--- config.mk ---
export PLATFORM = sky130hd
export DESIGN_NAME = tap_debug_port
export DESIGN_NICKNAME = d
export VERILOG_FILES = /design/src/verilog/tap_pkg.sv /design/src/verilog/tap_debug_port.sv
export SDC_FILE = /design/constraint.sdc
export NUM_CORES = 1
export LEC_CHECK = 0
export BUFFER_PORTS_ARGS = -buffer_cell sky130_fd_sc_hd__buf_4
export CAP_MARGIN = 10
export CORE_UTILIZATION = 50
export DETAILED_ROUTE_END_ITERATION = 10
export PLACE_DENSITY = 0.81
export SYNTH_ARGS = -nofsm -noshare
export SYNTH_HDL_FRONTEND = slang
export SYNTH_SLANG_ARGS = --single-unit
--- constraint.sdc ---
create_clock -name core_clk -period 2.94 [get_ports core_clk]
set_input_delay 0.882 -clock core_clk [delete_from_list [all_inputs] [get_ports core_clk]]
set_output_delay 0.882 -clock core_clk [all_outputs]
set_load 0.02 [all_outputs]
--- src/verilog/tap_pkg.sv ---
// constants for the test access port and debug mailbox block
// assumes one 25 MHz core clock; the test clock is sampled as data
package tap_pkg;

  // ----------------------------------------
  // instruction codes
  // ----------------------------------------
  localparam int          IR_WIDTH        = 4;
  localparam logic [3:0]  OP_EXTEST       = 4'h0;
  localparam logic [3:0]  OP_IDCODE       = 4'h1;
  localparam logic [3:0]  OP_SAMPLE       = 4'h2;
  localparam logic [3:0]  OP_DBG_ZERO     = 4'h8;
  localparam logic [3:0]  OP_DBG_ONE      = 4'h9;
  localparam logic [3:0]  OP_DBG_TWO      = 4'ha;
  localparam logic [3:0]  OP_DBG_THREE    = 4'hb;
  localparam logic [3:0]  OP_DEV_RESET    = 4'hc;
  localparam logic [3:0]  OP_BYPASS       = 4'hf;
  localparam logic [3:0]  IR_CAPTURE      = 4'h1;

  // ----------------------------------------
  // identification word (values arbitrary)
  // ----------------------------------------
  localparam logic [3:0]  ID_VERSION      = 4'h0;
  localparam logic [15:0] ID_PART         = 16'h1234;
  localparam logic [10:0] ID_MAKER        = 11'h055;

  // ----------------------------------------
  // debug register layout
  // ----------------------------------------
  localparam int          DBG_WIDTH       = 16;
  localparam int          DBG_MBOX_LSB    = 0;
  localparam int          DBG_DIRTY_BIT   = 8;
  localparam int          DBG_ACC_BIT     = 9;
  localparam int          DBG_CLR_BIT     = 10;
  localparam int          DBG_BRK_CFG_LSB = 11;
  localparam int          DBG_STEP_BIT    = 14;
  localparam int          DBG_FLOW_BIT    = 15;
  localparam int          CPU_WIDTH       = 16;
  localparam int          BP_WIDTH        = 16;
  localparam int          BP_SEL_WIDTH    = 2;
  localparam int          BPCFG_WIDTH     = 3;
  localparam logic [2:0]  BP_4PROG        = 3'h0;
  localparam logic [2:0]  BP_3P1D         = 3'h1;
  localparam logic [2:0]  BP_2P2D         = 3'h2;
  localparam logic [2:0]  BP_2P_PRANGE    = 3'h3;
  localparam logic [2:0]  BP_2P_DRANGE    = 3'h4;
  localparam int          TLR_ONES        = 5;

  typedef enum logic [3:0] {
    TLR, IDLE, SEL_DR, CAP_DR, SH_DR, EX1_DR, PA_DR, EX2_DR, UP_DR,
    SEL_IR, CAP_IR, SH_IR, EX1_IR, PA_IR, EX2_IR, UP_IR
  } tap_state_e;

endpackage

--- src/verilog/tap_debug_port.sv ---
// test access port, boundary scan, device reset and debug mailbox
// assumes tck/tms/tdi from the pins, cpu bus strobes on core_clk
//
// Notes on behaviour
// - five tms-high test clocks always reach test-logic-reset
// - break unit: flow change, single step, two program, two combined
// - four break points limited to five legal program/data mixes
// - debugger feeds cpu instructions via the cpu scan chain
// - debug updates work only with both fuses set and no lock bit; debug register captures are not gated
// - cpu mailbox write stores byte and sets dirty flag
// - cpu mailbox read: seven low data bits, dirty flag on top
// - shared address reaches mailbox only with fuse and access enable
// - port enabled only with port fuse and disable bit clear
// - debug fuse programming refused while a lock bit is set, until a chip erase is seen
// - identification is the instruction after power up
// - extest, idcode, sample, bypass and device reset supported
// - entering reset makes all port pins high impedance at once
// - reset by pin low or device reset instruction with bit set
// - boundary latches drive pins once extest is loaded
// - sample captures pin levels without disturbing operation
// - bypass gives a one-bit path from tdi to tdo
// - instruction register is four bits wide
// - opcodes: extest 0, idcode 1, sample 2, reset c, bypass f
// - every shift register shifts least significant bit first
// - reset register output unlatched, reset held while it is one under the device reset instruction
`timescale 1ns/1ps

module tap_debug_port
  import tap_pkg::*;
#(
  parameter int PINS = 8
) (
  input  wire logic                         core_clk,
  input  wire logic                         rst_n,
  input  wire logic                         tck,
  input  wire logic                         tms,
  input  wire logic                         tdi,
  output logic                              tdo,
  output logic                              tdo_oe,
  input  wire logic                         reset_pin_n,
  input  wire logic                         port_enable_fuse,
  input  wire logic                         debug_enable_fuse,
  input  wire logic                         lock_bit_one,
  input  wire logic                         lock_bit_two,
  input  wire logic                         port_disable_bit,
  input  wire logic [PINS-1:0]              pin_in,
  input  wire logic [PINS-1:0]              core_out,
  input  wire logic [PINS-1:0]              core_oe,
  output logic      [PINS-1:0]              pin_out,
  output logic      [PINS-1:0]              pin_oe,
  output logic                              device_reset,
  input  wire logic                         mbox_wr,
  input  wire logic                         mbox_rd_sel,
  input  wire logic [7:0]                   mbox_wdata,
  input  wire logic [7:0]                   io_rdata,
  output logic      [7:0]                   mbox_rdata,
  output logic                              io_sel,
  output logic      [tap_pkg::CPU_WIDTH-1:0] cpu_instr,
  output logic                              cpu_instr_valid,
  input  wire logic [tap_pkg::CPU_WIDTH-1:0] cpu_result,
  output logic      [tap_pkg::BPCFG_WIDTH-1:0] break_cfg,
  output logic                              break_step,
  output logic                              break_flow,
  output logic      [tap_pkg::BP_SEL_WIDTH-1:0] bp_sel,
  output logic      [tap_pkg::BP_WIDTH-1:0] bp_addr,
  output logic                              bp_wr,
  output logic                              debug_fuse_prog_ok,
  input  wire logic                         chip_erase_done
);

  // ----------------------------------------
  // state record
  // ----------------------------------------
  typedef struct packed {
    // pin inputs pass two flops before any logic reads them
    logic [1:0]           tck_s, tms_s, tdi_s;
    logic                 tck_d;
    logic [1:0]           rpin_s;
    logic [PINS-1:0]      pin_m, pin_q;
    tap_state_e           st;
    logic [3:0]           ir_sh;
    logic [3:0]           ir;
    logic [31:0]          dr_sh;
    logic [PINS*2-1:0]    bs_latch;
    logic                 rst_reg;
    logic [7:0]           mbox;
    logic                 dirty;
    logic                 mbox_access;
    logic                 erased;
    logic [BPCFG_WIDTH-1:0] brk_cfg;
    logic                 brk_step, brk_flow;
    logic                 tdo, tdo_oe;
    logic [PINS-1:0]      pin_out, pin_oe;
    logic                 dev_rst;
    logic [7:0]           mbox_rdata;
    logic                 io_sel;
    logic [CPU_WIDTH-1:0] cpu_instr;
    logic                 cpu_valid;
    logic [BP_SEL_WIDTH-1:0] bp_sel;
    logic [BP_WIDTH-1:0]  bp_addr;
    logic                 bp_wr;
    logic                 fuse_ok;
  } tap_s;

  tap_s r;
  tap_s next_r;

  // ----------------------------------------
  // helpers
  // ----------------------------------------
  function automatic tap_state_e tap_next(input tap_state_e s,
                                          input logic m);
    unique case (s)
      TLR:    tap_next = m ? TLR    : IDLE;
      IDLE:   tap_next = m ? SEL_DR : IDLE;
      SEL_DR: tap_next = m ? SEL_IR : CAP_DR;
      CAP_DR: tap_next = m ? EX1_DR : SH_DR;
      SH_DR:  tap_next = m ? EX1_DR : SH_DR;
      EX1_DR: tap_next = m ? UP_DR  : PA_DR;
      PA_DR:  tap_next = m ? EX2_DR : PA_DR;
      EX2_DR: tap_next = m ? UP_DR  : SH_DR;
      UP_DR:  tap_next = m ? SEL_DR : IDLE;
      SEL_IR: tap_next = m ? TLR    : CAP_IR;
      CAP_IR: tap_next = m ? EX1_IR : SH_IR;
      SH_IR:  tap_next = m ? EX1_IR : SH_IR;
      EX1_IR: tap_next = m ? UP_IR  : PA_IR;
      PA_IR:  tap_next = m ? EX2_IR : PA_IR;
      EX2_IR: tap_next = m ? UP_IR  : SH_IR;
      UP_IR:  tap_next = m ? SEL_DR : IDLE;
    endcase
  endfunction

  // length of the selected data path
  function automatic int dr_len(input logic [3:0] op);
    unique case (op)
      OP_IDCODE:                  dr_len = 32;
      OP_EXTEST, OP_SAMPLE:       dr_len = PINS * 3;
      OP_DEV_RESET, OP_BYPASS:    dr_len = 1;
      OP_DBG_ZERO, OP_DBG_ONE,
      OP_DBG_TWO:                 dr_len = DBG_WIDTH;
      OP_DBG_THREE:               dr_len = BP_SEL_WIDTH + BP_WIDTH;
      default:                    dr_len = 1;
    endcase
  endfunction

  function automatic logic is_debug_op(input logic [3:0] op);
    is_debug_op = (op[3:2] == 2'b10);
  endfunction

  function automatic logic legal_mix(input logic [BPCFG_WIDTH-1:0] c);
    legal_mix = (c <= BP_2P_DRANGE);
  endfunction

  logic port_on;
  logic dbg_on;
  logic tck_rise;
  logic [31:0] id_word;
  logic [DBG_WIDTH-1:0] dbg_word;
  int len;

  // ----------------------------------------
  // port and debug gating
  // ----------------------------------------
  assign port_on  = port_enable_fuse && !port_disable_bit;
  assign dbg_on   = port_on && debug_enable_fuse
                    && !lock_bit_one && !lock_bit_two;
  assign tck_rise = r.tck_s[1] && !r.tck_d;
  assign id_word  = {ID_VERSION, ID_PART, ID_MAKER, 1'b1};
  assign len      = dr_len(r.ir);

  // mailbox owns the shared address only with fuse and access enable
  function automatic logic io_sel_now();
    io_sel_now = debug_enable_fuse && r.mbox_access && dbg_on;
  endfunction

  // ----------------------------------------
  // debug word view
  // ----------------------------------------
  always_comb begin
    dbg_word = '0;
    dbg_word[DBG_MBOX_LSB +: 8]                 = r.mbox;
    dbg_word[DBG_DIRTY_BIT]                     = r.dirty;
    dbg_word[DBG_ACC_BIT]                       = r.mbox_access;
    dbg_word[DBG_BRK_CFG_LSB +: BPCFG_WIDTH]    = r.brk_cfg;
    dbg_word[DBG_STEP_BIT]                      = r.brk_step;
    dbg_word[DBG_FLOW_BIT]                      = r.brk_flow;
  end

  // ----------------------------------------
  // next state
  // ----------------------------------------
  always_comb begin
    next_r = r;
    next_r.tck_s = {r.tck_s[0], tck};
    next_r.tms_s = {r.tms_s[0], tms};
    next_r.tdi_s = {r.tdi_s[0], tdi};
    next_r.tck_d = r.tck_s[1];
    next_r.rpin_s = {r.rpin_s[0], reset_pin_n};
    next_r.pin_m = pin_in;
    next_r.pin_q = r.pin_m;
    next_r.cpu_valid = 1'b0;
    next_r.bp_wr = 1'b0;
    if (chip_erase_done)
      next_r.erased = 1'b1;
    // debug fuse programming is allowed or refused by this gate
    next_r.fuse_ok = !(lock_bit_one || lock_bit_two) || r.erased;

    if (!port_on) begin
      next_r.st = TLR;
      next_r.ir = OP_IDCODE;
      next_r.rst_reg = 1'b0;
    end else if (tck_rise) begin
      next_r.st = tap_next(r.st, r.tms_s[1]);
      unique case (r.st)
        TLR: begin
          next_r.ir = OP_IDCODE;
          next_r.rst_reg = 1'b0;
        end
        CAP_IR: next_r.ir_sh = IR_CAPTURE;
        SH_IR:  next_r.ir_sh = {r.tdi_s[1], r.ir_sh[3:1]};
        UP_IR:  next_r.ir = r.ir_sh;
        CAP_DR: begin
          next_r.dr_sh = '0;
          unique case (r.ir)
            OP_IDCODE: next_r.dr_sh = id_word;
            OP_EXTEST, OP_SAMPLE:
              next_r.dr_sh[PINS*3-1:0] = {core_oe, core_out, r.pin_q};
            OP_DEV_RESET: next_r.dr_sh[0] = r.rst_reg;
            OP_DBG_ZERO, OP_DBG_TWO:
              next_r.dr_sh[DBG_WIDTH-1:0] = dbg_word;
            OP_DBG_ONE: next_r.dr_sh[CPU_WIDTH-1:0] = cpu_result;
            default: ;
          endcase
        end
        SH_DR: begin
          next_r.dr_sh = r.dr_sh >> 1;
          next_r.dr_sh[len-1] = r.tdi_s[1];
          if (r.ir == OP_DEV_RESET)
            next_r.rst_reg = r.tdi_s[1];
        end
        UP_DR: begin
          unique case (r.ir)
            OP_EXTEST, OP_SAMPLE:
              next_r.bs_latch = r.dr_sh[PINS*3-1:PINS];
            OP_DBG_ZERO: if (dbg_on) begin
              if (r.dr_sh[DBG_CLR_BIT])
                next_r.dirty = 1'b0;
              next_r.mbox_access = r.dr_sh[DBG_ACC_BIT];
              // an illegal mix keeps the previous mix; step and flow bits still load
              if (legal_mix(r.dr_sh[DBG_BRK_CFG_LSB +: BPCFG_WIDTH]))
                next_r.brk_cfg = r.dr_sh[DBG_BRK_CFG_LSB +: BPCFG_WIDTH];
              next_r.brk_step = r.dr_sh[DBG_STEP_BIT];
              next_r.brk_flow = r.dr_sh[DBG_FLOW_BIT];
            end
            OP_DBG_ONE: if (dbg_on) begin
              next_r.cpu_instr = r.dr_sh[CPU_WIDTH-1:0];
              next_r.cpu_valid = 1'b1;
            end
            OP_DBG_THREE: if (dbg_on) begin
              next_r.bp_addr = r.dr_sh[BP_WIDTH-1:0];
              next_r.bp_sel  = r.dr_sh[BP_WIDTH +: BP_SEL_WIDTH];
              next_r.bp_wr   = 1'b1;
            end
            default: ;
          endcase
        end
        default: ;
      endcase
    end

    // ----------------------------------------
    // mailbox
    // ----------------------------------------
    // set wins over a same-cycle clear
    if (mbox_wr && io_sel_now()) begin
      next_r.mbox  = mbox_wdata;
      next_r.dirty = 1'b1;
    end

    next_r.io_sel = io_sel_now();
    next_r.mbox_rdata = io_sel_now() ? {r.dirty, r.mbox[6:0]}
                                     : io_rdata;
    // ----------------------------------------
    // reset source and pin drive
    // ----------------------------------------
    // reset pin passes two flops and the dev_rst register, costing three cycles of lag
    next_r.dev_rst = !r.rpin_s[1]
                     || (r.ir == OP_DEV_RESET && r.rst_reg);
    next_r.tdo_oe = (r.st == SH_DR || r.st == SH_IR);
    // tdo lags the shift by one cycle, well inside a test clock half
    next_r.tdo = (r.st == SH_IR) ? r.ir_sh[0] : r.dr_sh[0];
    if (next_r.dev_rst) begin
      next_r.pin_oe = '0;
      next_r.pin_out = '0;
    end else if (r.ir == OP_EXTEST) begin
      next_r.pin_out = r.bs_latch[PINS-1:0];
      next_r.pin_oe  = r.bs_latch[PINS*2-1:PINS];
    end else begin
      next_r.pin_out = core_out;
      next_r.pin_oe  = core_oe;
    end
  end

  // ----------------------------------------
  // registers
  // ----------------------------------------
  always_ff @(posedge core_clk or negedge rst_n) begin
    if (!rst_n) begin
      r <= '0;
      r.st <= TLR;
      r.ir <= OP_IDCODE;
      r.rpin_s <= 2'b11;
    end else begin
      r <= next_r;
    end
  end

  // ----------------------------------------
  // output ports
  // ----------------------------------------
  assign tdo                = r.tdo;
  assign tdo_oe             = r.tdo_oe;
  assign pin_out            = r.pin_out;
  assign pin_oe             = r.pin_oe;
  assign device_reset       = r.dev_rst;
  assign mbox_rdata         = r.mbox_rdata;
  assign io_sel             = r.io_sel;
  assign cpu_instr          = r.cpu_instr;
  assign cpu_instr_valid    = r.cpu_valid;
  assign break_cfg          = r.brk_cfg;
  assign break_step         = r.brk_step;
  assign break_flow         = r.brk_flow;
  assign bp_sel             = r.bp_sel;
  assign bp_addr            = r.bp_addr;
  assign bp_wr              = r.bp_wr;
  assign debug_fuse_prog_ok = r.fuse_ok;

endmodule

==> impl_metrics.tcl, run 1 <==
set metrics [dict create \
    status "finished clean" \
    grt_antenna_before_repair 0 \
    io_buffers 138 \
    critical_path_class "flip-flop to flip-flop" \
    cp-startpoint "r[132]" \
    p_leak_nw 4.501 \
    drive_gt1_share_pct 34.92 \
    die_h_um 126.6 \
    setup_viol 0 \
    vias 5515 \
    min_period_ns 2.688 \
    drt_pass1_iterations 5 \
    netlist_area_um2 7761 \
    synth_cell_type_count 67 \
    gp_congestion 0.9129 \
    drt_wl_total_um 17850 \
    path_max_fanout 12 \
    rr_worst_depth 7 \
    final-hold-violation-count 0 \
    cts.sinks 167 \
    r2r-start "r[132]" \
    grt_pass1_vias 5501 \
    total_power_mw 4.947 \
    htree_levels 4 \
    stdcell_count 967 \
    crit_cells 7 \
    async_reset_ff_share_pct 100.0 \
    nFillCells 1217 \
    grt_usage_pct 23.47 \
    finalHoldWorstSlack_ns 0.3462 \
    min_from "next_r[162]" \
    required_ns 3.26 \
    synth_top_area_cell "dfrtp_1" \
    cp_slowest_cell "nor3_4" \
    worstSetupStartpointType "flip-flop" \
    multi_input_comb_area_um2 2917 \
    syn-instance-count 684 \
    swShare_pct 21.13 \
    critPathBufInv 1 \
    drtAntennaViolNets 0 \
    holdPathEnd "r[162]" \
    rows 45 \
    fin_worst_skew_ns 0.01494 \
    cts_buffers 17 \
    worst_slew_pin_slew_ns 0.7176 \
    max-cap-violations 0 \
    routed_via_density 5.703 \
    insertedDiodeCount 0 \
    vdd_drop_max_mv 0.3856 \
    register_area_um2 4183 \
    nets 839 \
    cts_tree "done" \
    drc 0 \
    r2r_end "r[106]" \
    dp_cells 935 \
    cp.arrival_ns 3.01 \
    slew_headroom_pct 52.16 \
    cp_top_family "simple AND/OR/NAND/NOR gates" \
    power.density_nw_per_um2 536.2 \
    clock_latency_ns 0.44 \
    grt_max_degree 53 \
    start_util_pct 51.05 \
    detail_route.wl_per_cell_um 18.46 \
    synthFlopType "dfrtp_1" \
    seq_area_frac_synth_pct 53.89 \
    clk_pin_slew_ns 0.07 \
    core_area_um2 15200 \
    crit_path_max_incr_delay_ns 0.54 \
    synth-edff-count 0 \
    fin_tns_setup_ns 0 \
    cp_cell_sequence "nor3_4 > inv_1 > ha_1 > and3b_1 > o211ai_1 > mux2_2 > a221o_1" \
    grt_pass1_wl_um 28700 \
    pwr-share-clk_pct 47.2 \
    syn_area_per_cell_um2 11.35 \
    fin_crit_sh_pct 91.43 \
    hpwl_um 12140 \
    p_sw_mw 1.045 \
    rsz0062_at_grt "no" \
    root_buffer "clkbuf_16" \
    ys_top_cells_by_area "dfrtp_1, mux2_2, buf_4" \
    overflow 0 \
    dr.first_iter.drc_count 347 \
    cts_buffer_depth 2 \
    r2r_setup_slack_ns 0.25 \
    die_x_um 126.6 \
    min_path_type "flip-flop to flip-flop" \
    end_kind "flip-flop" \
    die-area_um2 16030 \
    combinationalPowerShare_pct 5.1 \
    ys_warn_count 0 \
    ios 140 \
    yosysTopAreaCellShare_pct 52.88 \
    max_freq_ghz 0.3720 \
    areaGrowthSynthToFinish_pct 18.89 \
    seqPwrFrac_pct 47.8 \
    p_int_mw 3.902 \
    holdPathStages 0 \
    syn-num-nets 757 \
    synth-seq-cells 167 \
    maxSlewViolCount 0 \
]
[layer usage]
layer	GRT usage, %	part of all wire (%)	vias up
met5	0	0	-
met4	7.442	1.7	0
met3	6.664	7.1	24
met2	38.02	49	229
met1	30.61	43	2730
li1	-	-	2532
[timing repair]
action / CTS / global route
buffers inserted: 0 / 0
setup endpoints to repair: 1 / 0
resized for setup: 1 / 0
hold buffers: 0 / 0
[worst register-to-register path, cell delays in order (launching register included)]
cell and delay [ns]:
dfrtp_1 0.40, nor3_4 0.54, inv_1 0.25, ha_1 0.35
and3b_1 0.25, o211ai_1 0.13, mux2_2 0.36, a221o_1 0.32
[cells by family (layout without fill, tap and decap cells)]
group | Yosys count | count (layout) | synth area share (%)
xor+xnor | 1 | 1 | 0.1129
fa+ha+maj | 3 | 3 | 0.4837
simple gates | 175 | 175 | 12.08
buf+inv | 106 | 201 | 8.786
mux | 83 | 83 | 11.90
compound gates | 149 | 149 | 12.75
flops | 167 | 167 | 53.89
[state kept, by name, summed over array words and instances (netlist names)]
name	count
bp_addr	16
bp_sel	2
bp_wr	1
break_cfg	3
break_flow	1
break_step	1
cpu_instr	16
cpu_instr_valid	1
dbg_word	10
debug_fuse_prog_ok	1
device_reset	1
io_sel	1
mbox_rdata	8
next_r	13
pin_oe	8
pin_out	8
r	74
tdo	1
tdo_oe	1
[power by group through the flow]
stage                     Clock (mW)  Combinational, mW  Sequential, mW
after floorplan                    0              0.107            2.39
after global placement             0              0.249            2.40
after detailed placement           0              0.253            2.40
after CTS                       2.38              0.255            2.36
after global routing            2.48              0.275            2.36
final                           2.33              0.250            2.36
[per-stage QoR]
step | instance area [um2] | util [%] | worst slack, ns
finish | 9228 | 60.70 | 0.2520
global route | 9228 | 60.70 | 0.1137
CTS | 9228 | 60.70 | 0.2406
detailed placement | 8600 | 56.57 | -0.02926
global placement | 8600 | 56.57 | 0.04736
floorplan | 7761 | - | 0.3152
[final cells by class]
cell class              count  area share, %
repair buffers            162          13.49
clock buffers              21          4.881
multi-input cells         411          31.61
inverters                   7         0.2847
clock inverters            11          1.858
flip-flops and latches    167          45.33
well taps                 188          2.549
[Yosys cell counts (all sizes together), types with 2 or more instances]
| cell | n |
|---|---|
| dfrtp | 164 |
| buf | 83 |
| mux2 | 74 |
| nand2 | 68 |
| a21oi | 44 |
| nor2 | 37 |
| o21ai | 36 |
| clkbuf | 16 |
| a22o | 15 |
| nand3 | 12 |
| nor2b | 12 |
| mux2i | 9 |
| nor3 | 8 |
| a21o | 7 |
| a221oi | 7 |
| a31oi | 7 |
| inv | 7 |
| a22oi | 6 |
| nand3b | 6 |
| nand4 | 6 |
| a211o | 5 |
| nand2b | 5 |
| a2111oi | 4 |
| a32oi | 4 |
| nor3b | 4 |
| a211oi | 3 |
| dfstp | 3 |
| ha | 3 |
| o211ai | 3 |
| and3 | 2 |
| and3b | 2 |
| nor4b | 2 |
| o221ai | 2 |
| or2 | 2 |
[worst max path at each step]
stage	end	slack (ns)
after floorplan	r[98]	0.32
after global placement	r[106]	0.05
after detailed placement	r[106]	-0.03
after CTS	r[106]	0.24
after global routing	r[121]	0.11
final	r[106]	0.25
[layout by cell type (no fill, tap or decap), drive strengths merged, types with 5 or more instances in the layout]
master / instances
a31oi: 7
a211o: 5
o21ai: 36
nand2: 68
clkbuf: 21
a22o: 15
mux2i: 9
inv: 8
a22oi: 6
nor3: 8
a21oi: 44
mux2: 74
dfrtp: 164
nand3: 12
buf: 162
nand2b: 5
nand4: 6
nand3b: 6
a221oi: 7
a21o: 7
nor2: 37
nor2b: 12
No activity file was read; power rests on OpenSTA's default activity.
==> inputs of run 2 (changes only) <==
- clock period: 2.94 -> 3.4 ns (I/O delays scaled with it)
==> run 2 against run 1 <==
Worst setup slack improved by 0.13 ns; utilization barely moved; first-iteration DRC count grew 41%; sequential share of layout area hardly changed; critical path depth increased by 1; global-route usage is 0.65 points lower; die area is the same.
==> impl_metrics.tcl, run 2 (synthesis gave the netlist of run 1 again) <==
set metrics [dict create \
    holdPathStages 0 \
    largest-register "r" \
    cts.sinks 167 \
    slew_headroom_pct 53.25 \
    insertedDiodeCount 0 \
    drive_gt1_share_pct 34.88 \
    die-area_um2 16030 \
    worstSetupStartpointType "flip-flop" \
    layout_setup_ws_ns 0.3856 \
    status "finished clean" \
    dp_cells 930 \
    worst_slew_pin_slew_ns 0.7012 \
    largest_reg_flops 74 \
    clk_pin_slew_ns 0.06 \
    grt_usage_pct 22.82 \
    overflow 0 \
    rows 45 \
    layout_common_cells "dfrtp_1, buf_4, nand2_1" \
    grt_antenna_before_repair 0 \
    min_period_ns 3.014 \
    areaGrowthSynthToFinish_pct 18.97 \
    p_int_mw 3.430 \
    seqPwrFrac_pct 46.9 \
    required_ns 3.71 \
    vias 5514 \
    rr_worst_depth 8 \
    die_h_um 126.6 \
    max-cap-violations 0 \
    vdd_drop_max_mv 0.3279 \
    dr.first_iter.drc_count 491 \
    drtAntennaViolNets 0 \
    final_common_cell "dfrtp_1" \
    combinationalPowerShare_pct 4.9 \
    post_dp_cell_area_um2 8574 \
    cp.arrival_ns 3.33 \
    start_util_pct 51.05 \
    swShare_pct 21.34 \
    design_area_um2 9234 \
    io_buffers 138 \
    setup_viol 0 \
    rsz0062_at_grt "no" \
    hpwl_um 11970 \
    min_path_type "flip-flop to flip-flop" \
    end_kind "flip-flop" \
    fin_tns_setup_ns 0 \
    path_max_fanout 12 \
    cts_buffers 17 \
    max_freq_ghz 0.3317 \
    final_util_pct 60.74 \
    detail_route.wl_per_cell_um 18.23 \
    routed_via_density 5.732 \
    grt_max_degree 49 \
    stdcell_count 962 \
    grt_pass1_vias 5306 \
    clock_latency_ns 0.43 \
    p_sw_mw 0.9303 \
    fin_crit_sh_pct 88.66 \
    grt_pass1_wl_um 28120 \
    root_buffer "clkbuf_16" \
    pre_cts_ws_ns 0.2681 \
    fin_worst_skew_ns 0.006996 \
    die_x_um 126.6 \
    maxSlewViolCount 0 \
    final-hold-violation-count 0 \
    htree_levels 4 \
    drt_wl_total_um 17540 \
    power.density_nw_per_um2 472.2 \
    ios 140 \
    nets 834 \
    gp_congestion 0.9266 \
    drc 0 \
    p_leak_nw 4.493 \
    pwr-share-clk_pct 48.2 \
    cts_buffer_depth 2 \
    core_area_um2 15200 \
    cts_tree "done" \
    critical_path_class "flip-flop to flip-flop" \
    drt_pass1_iterations 5 \
]
==> run 2: path summary, 6_finish.rpt <==
kind                             start            end  slack (ns)
setup / recovery                r[132]          r[98]        0.39
hold / removal             next_r[146]         r[146]        0.34
setup reg to reg                r[132]          r[98]        0.39
hold reg to reg            next_r[146]         r[146]        0.34
max in group asynchronous        rst_n         r[130]        2.21
min in group asynchronous        rst_n  cpu_instr[10]        0.53
==> run 2: power by group through the flow <==
stage	logic (mW)	registers [mW]	clock network [mW]
CTS	0.218	2.04	2.14
finish	0.215	2.04	2.10
floorplan	0.0926	2.07	0
global route	0.236	2.05	2.21
global placement	0.213	2.08	0
detailed placement	0.217	2.08	0
==> run 2: routing by layer <==
metal | up-vias | GRT usage, % | routed length [um]
met5 | - | 0 | 0
met3 | 24 | 5.061 | 1153
met4 | 0 | 8.575 | 326
met2 | 241 | 35.81 | 8371
met1 | 2732 | 31.13 | 7688
li1 | 2517 | - | -
==> run 2: worst max-delay path, stage by stage (launching register included) <==
cell	delay, ns
dfrtp_1	0.41
nor3_4	0.55
inv_1	0.24
ha_1	0.36
nor3b_1	0.56
o211ai_1	0.23
mux2i_1	0.18
a21oi_1	0.08
a211o_1	0.29
==> run 2: timing repair <==
action | CTS | global route
hold buffers | 0 | 0
endpoints found under the setup margin | 0 | 1
gates resized for setup | 0 | 1
buffers inserted | 0 | 0
==> run 2: area by class of cell <==
cell class	count	area, um2
clock buffers	17	425.4
clock inverters	15	227.7
fillers	1198	5968
inverters	7	26.28
multi-input cells	411	2917
flip-flops and latches	167	4183
well taps	188	235.2
repair buffers	157	1220
==> run 2: metrics by stage <==
step           hold slack, ns  power, mW
5_1_grt                0.3502      4.497
3_5_place_dp           0.3347      2.297
2_1_floorplan          0.3312      2.163
6_report               0.3382      4.361
4_1_cts                0.3461      4.400
3_3_place_gp           0.3330      2.293
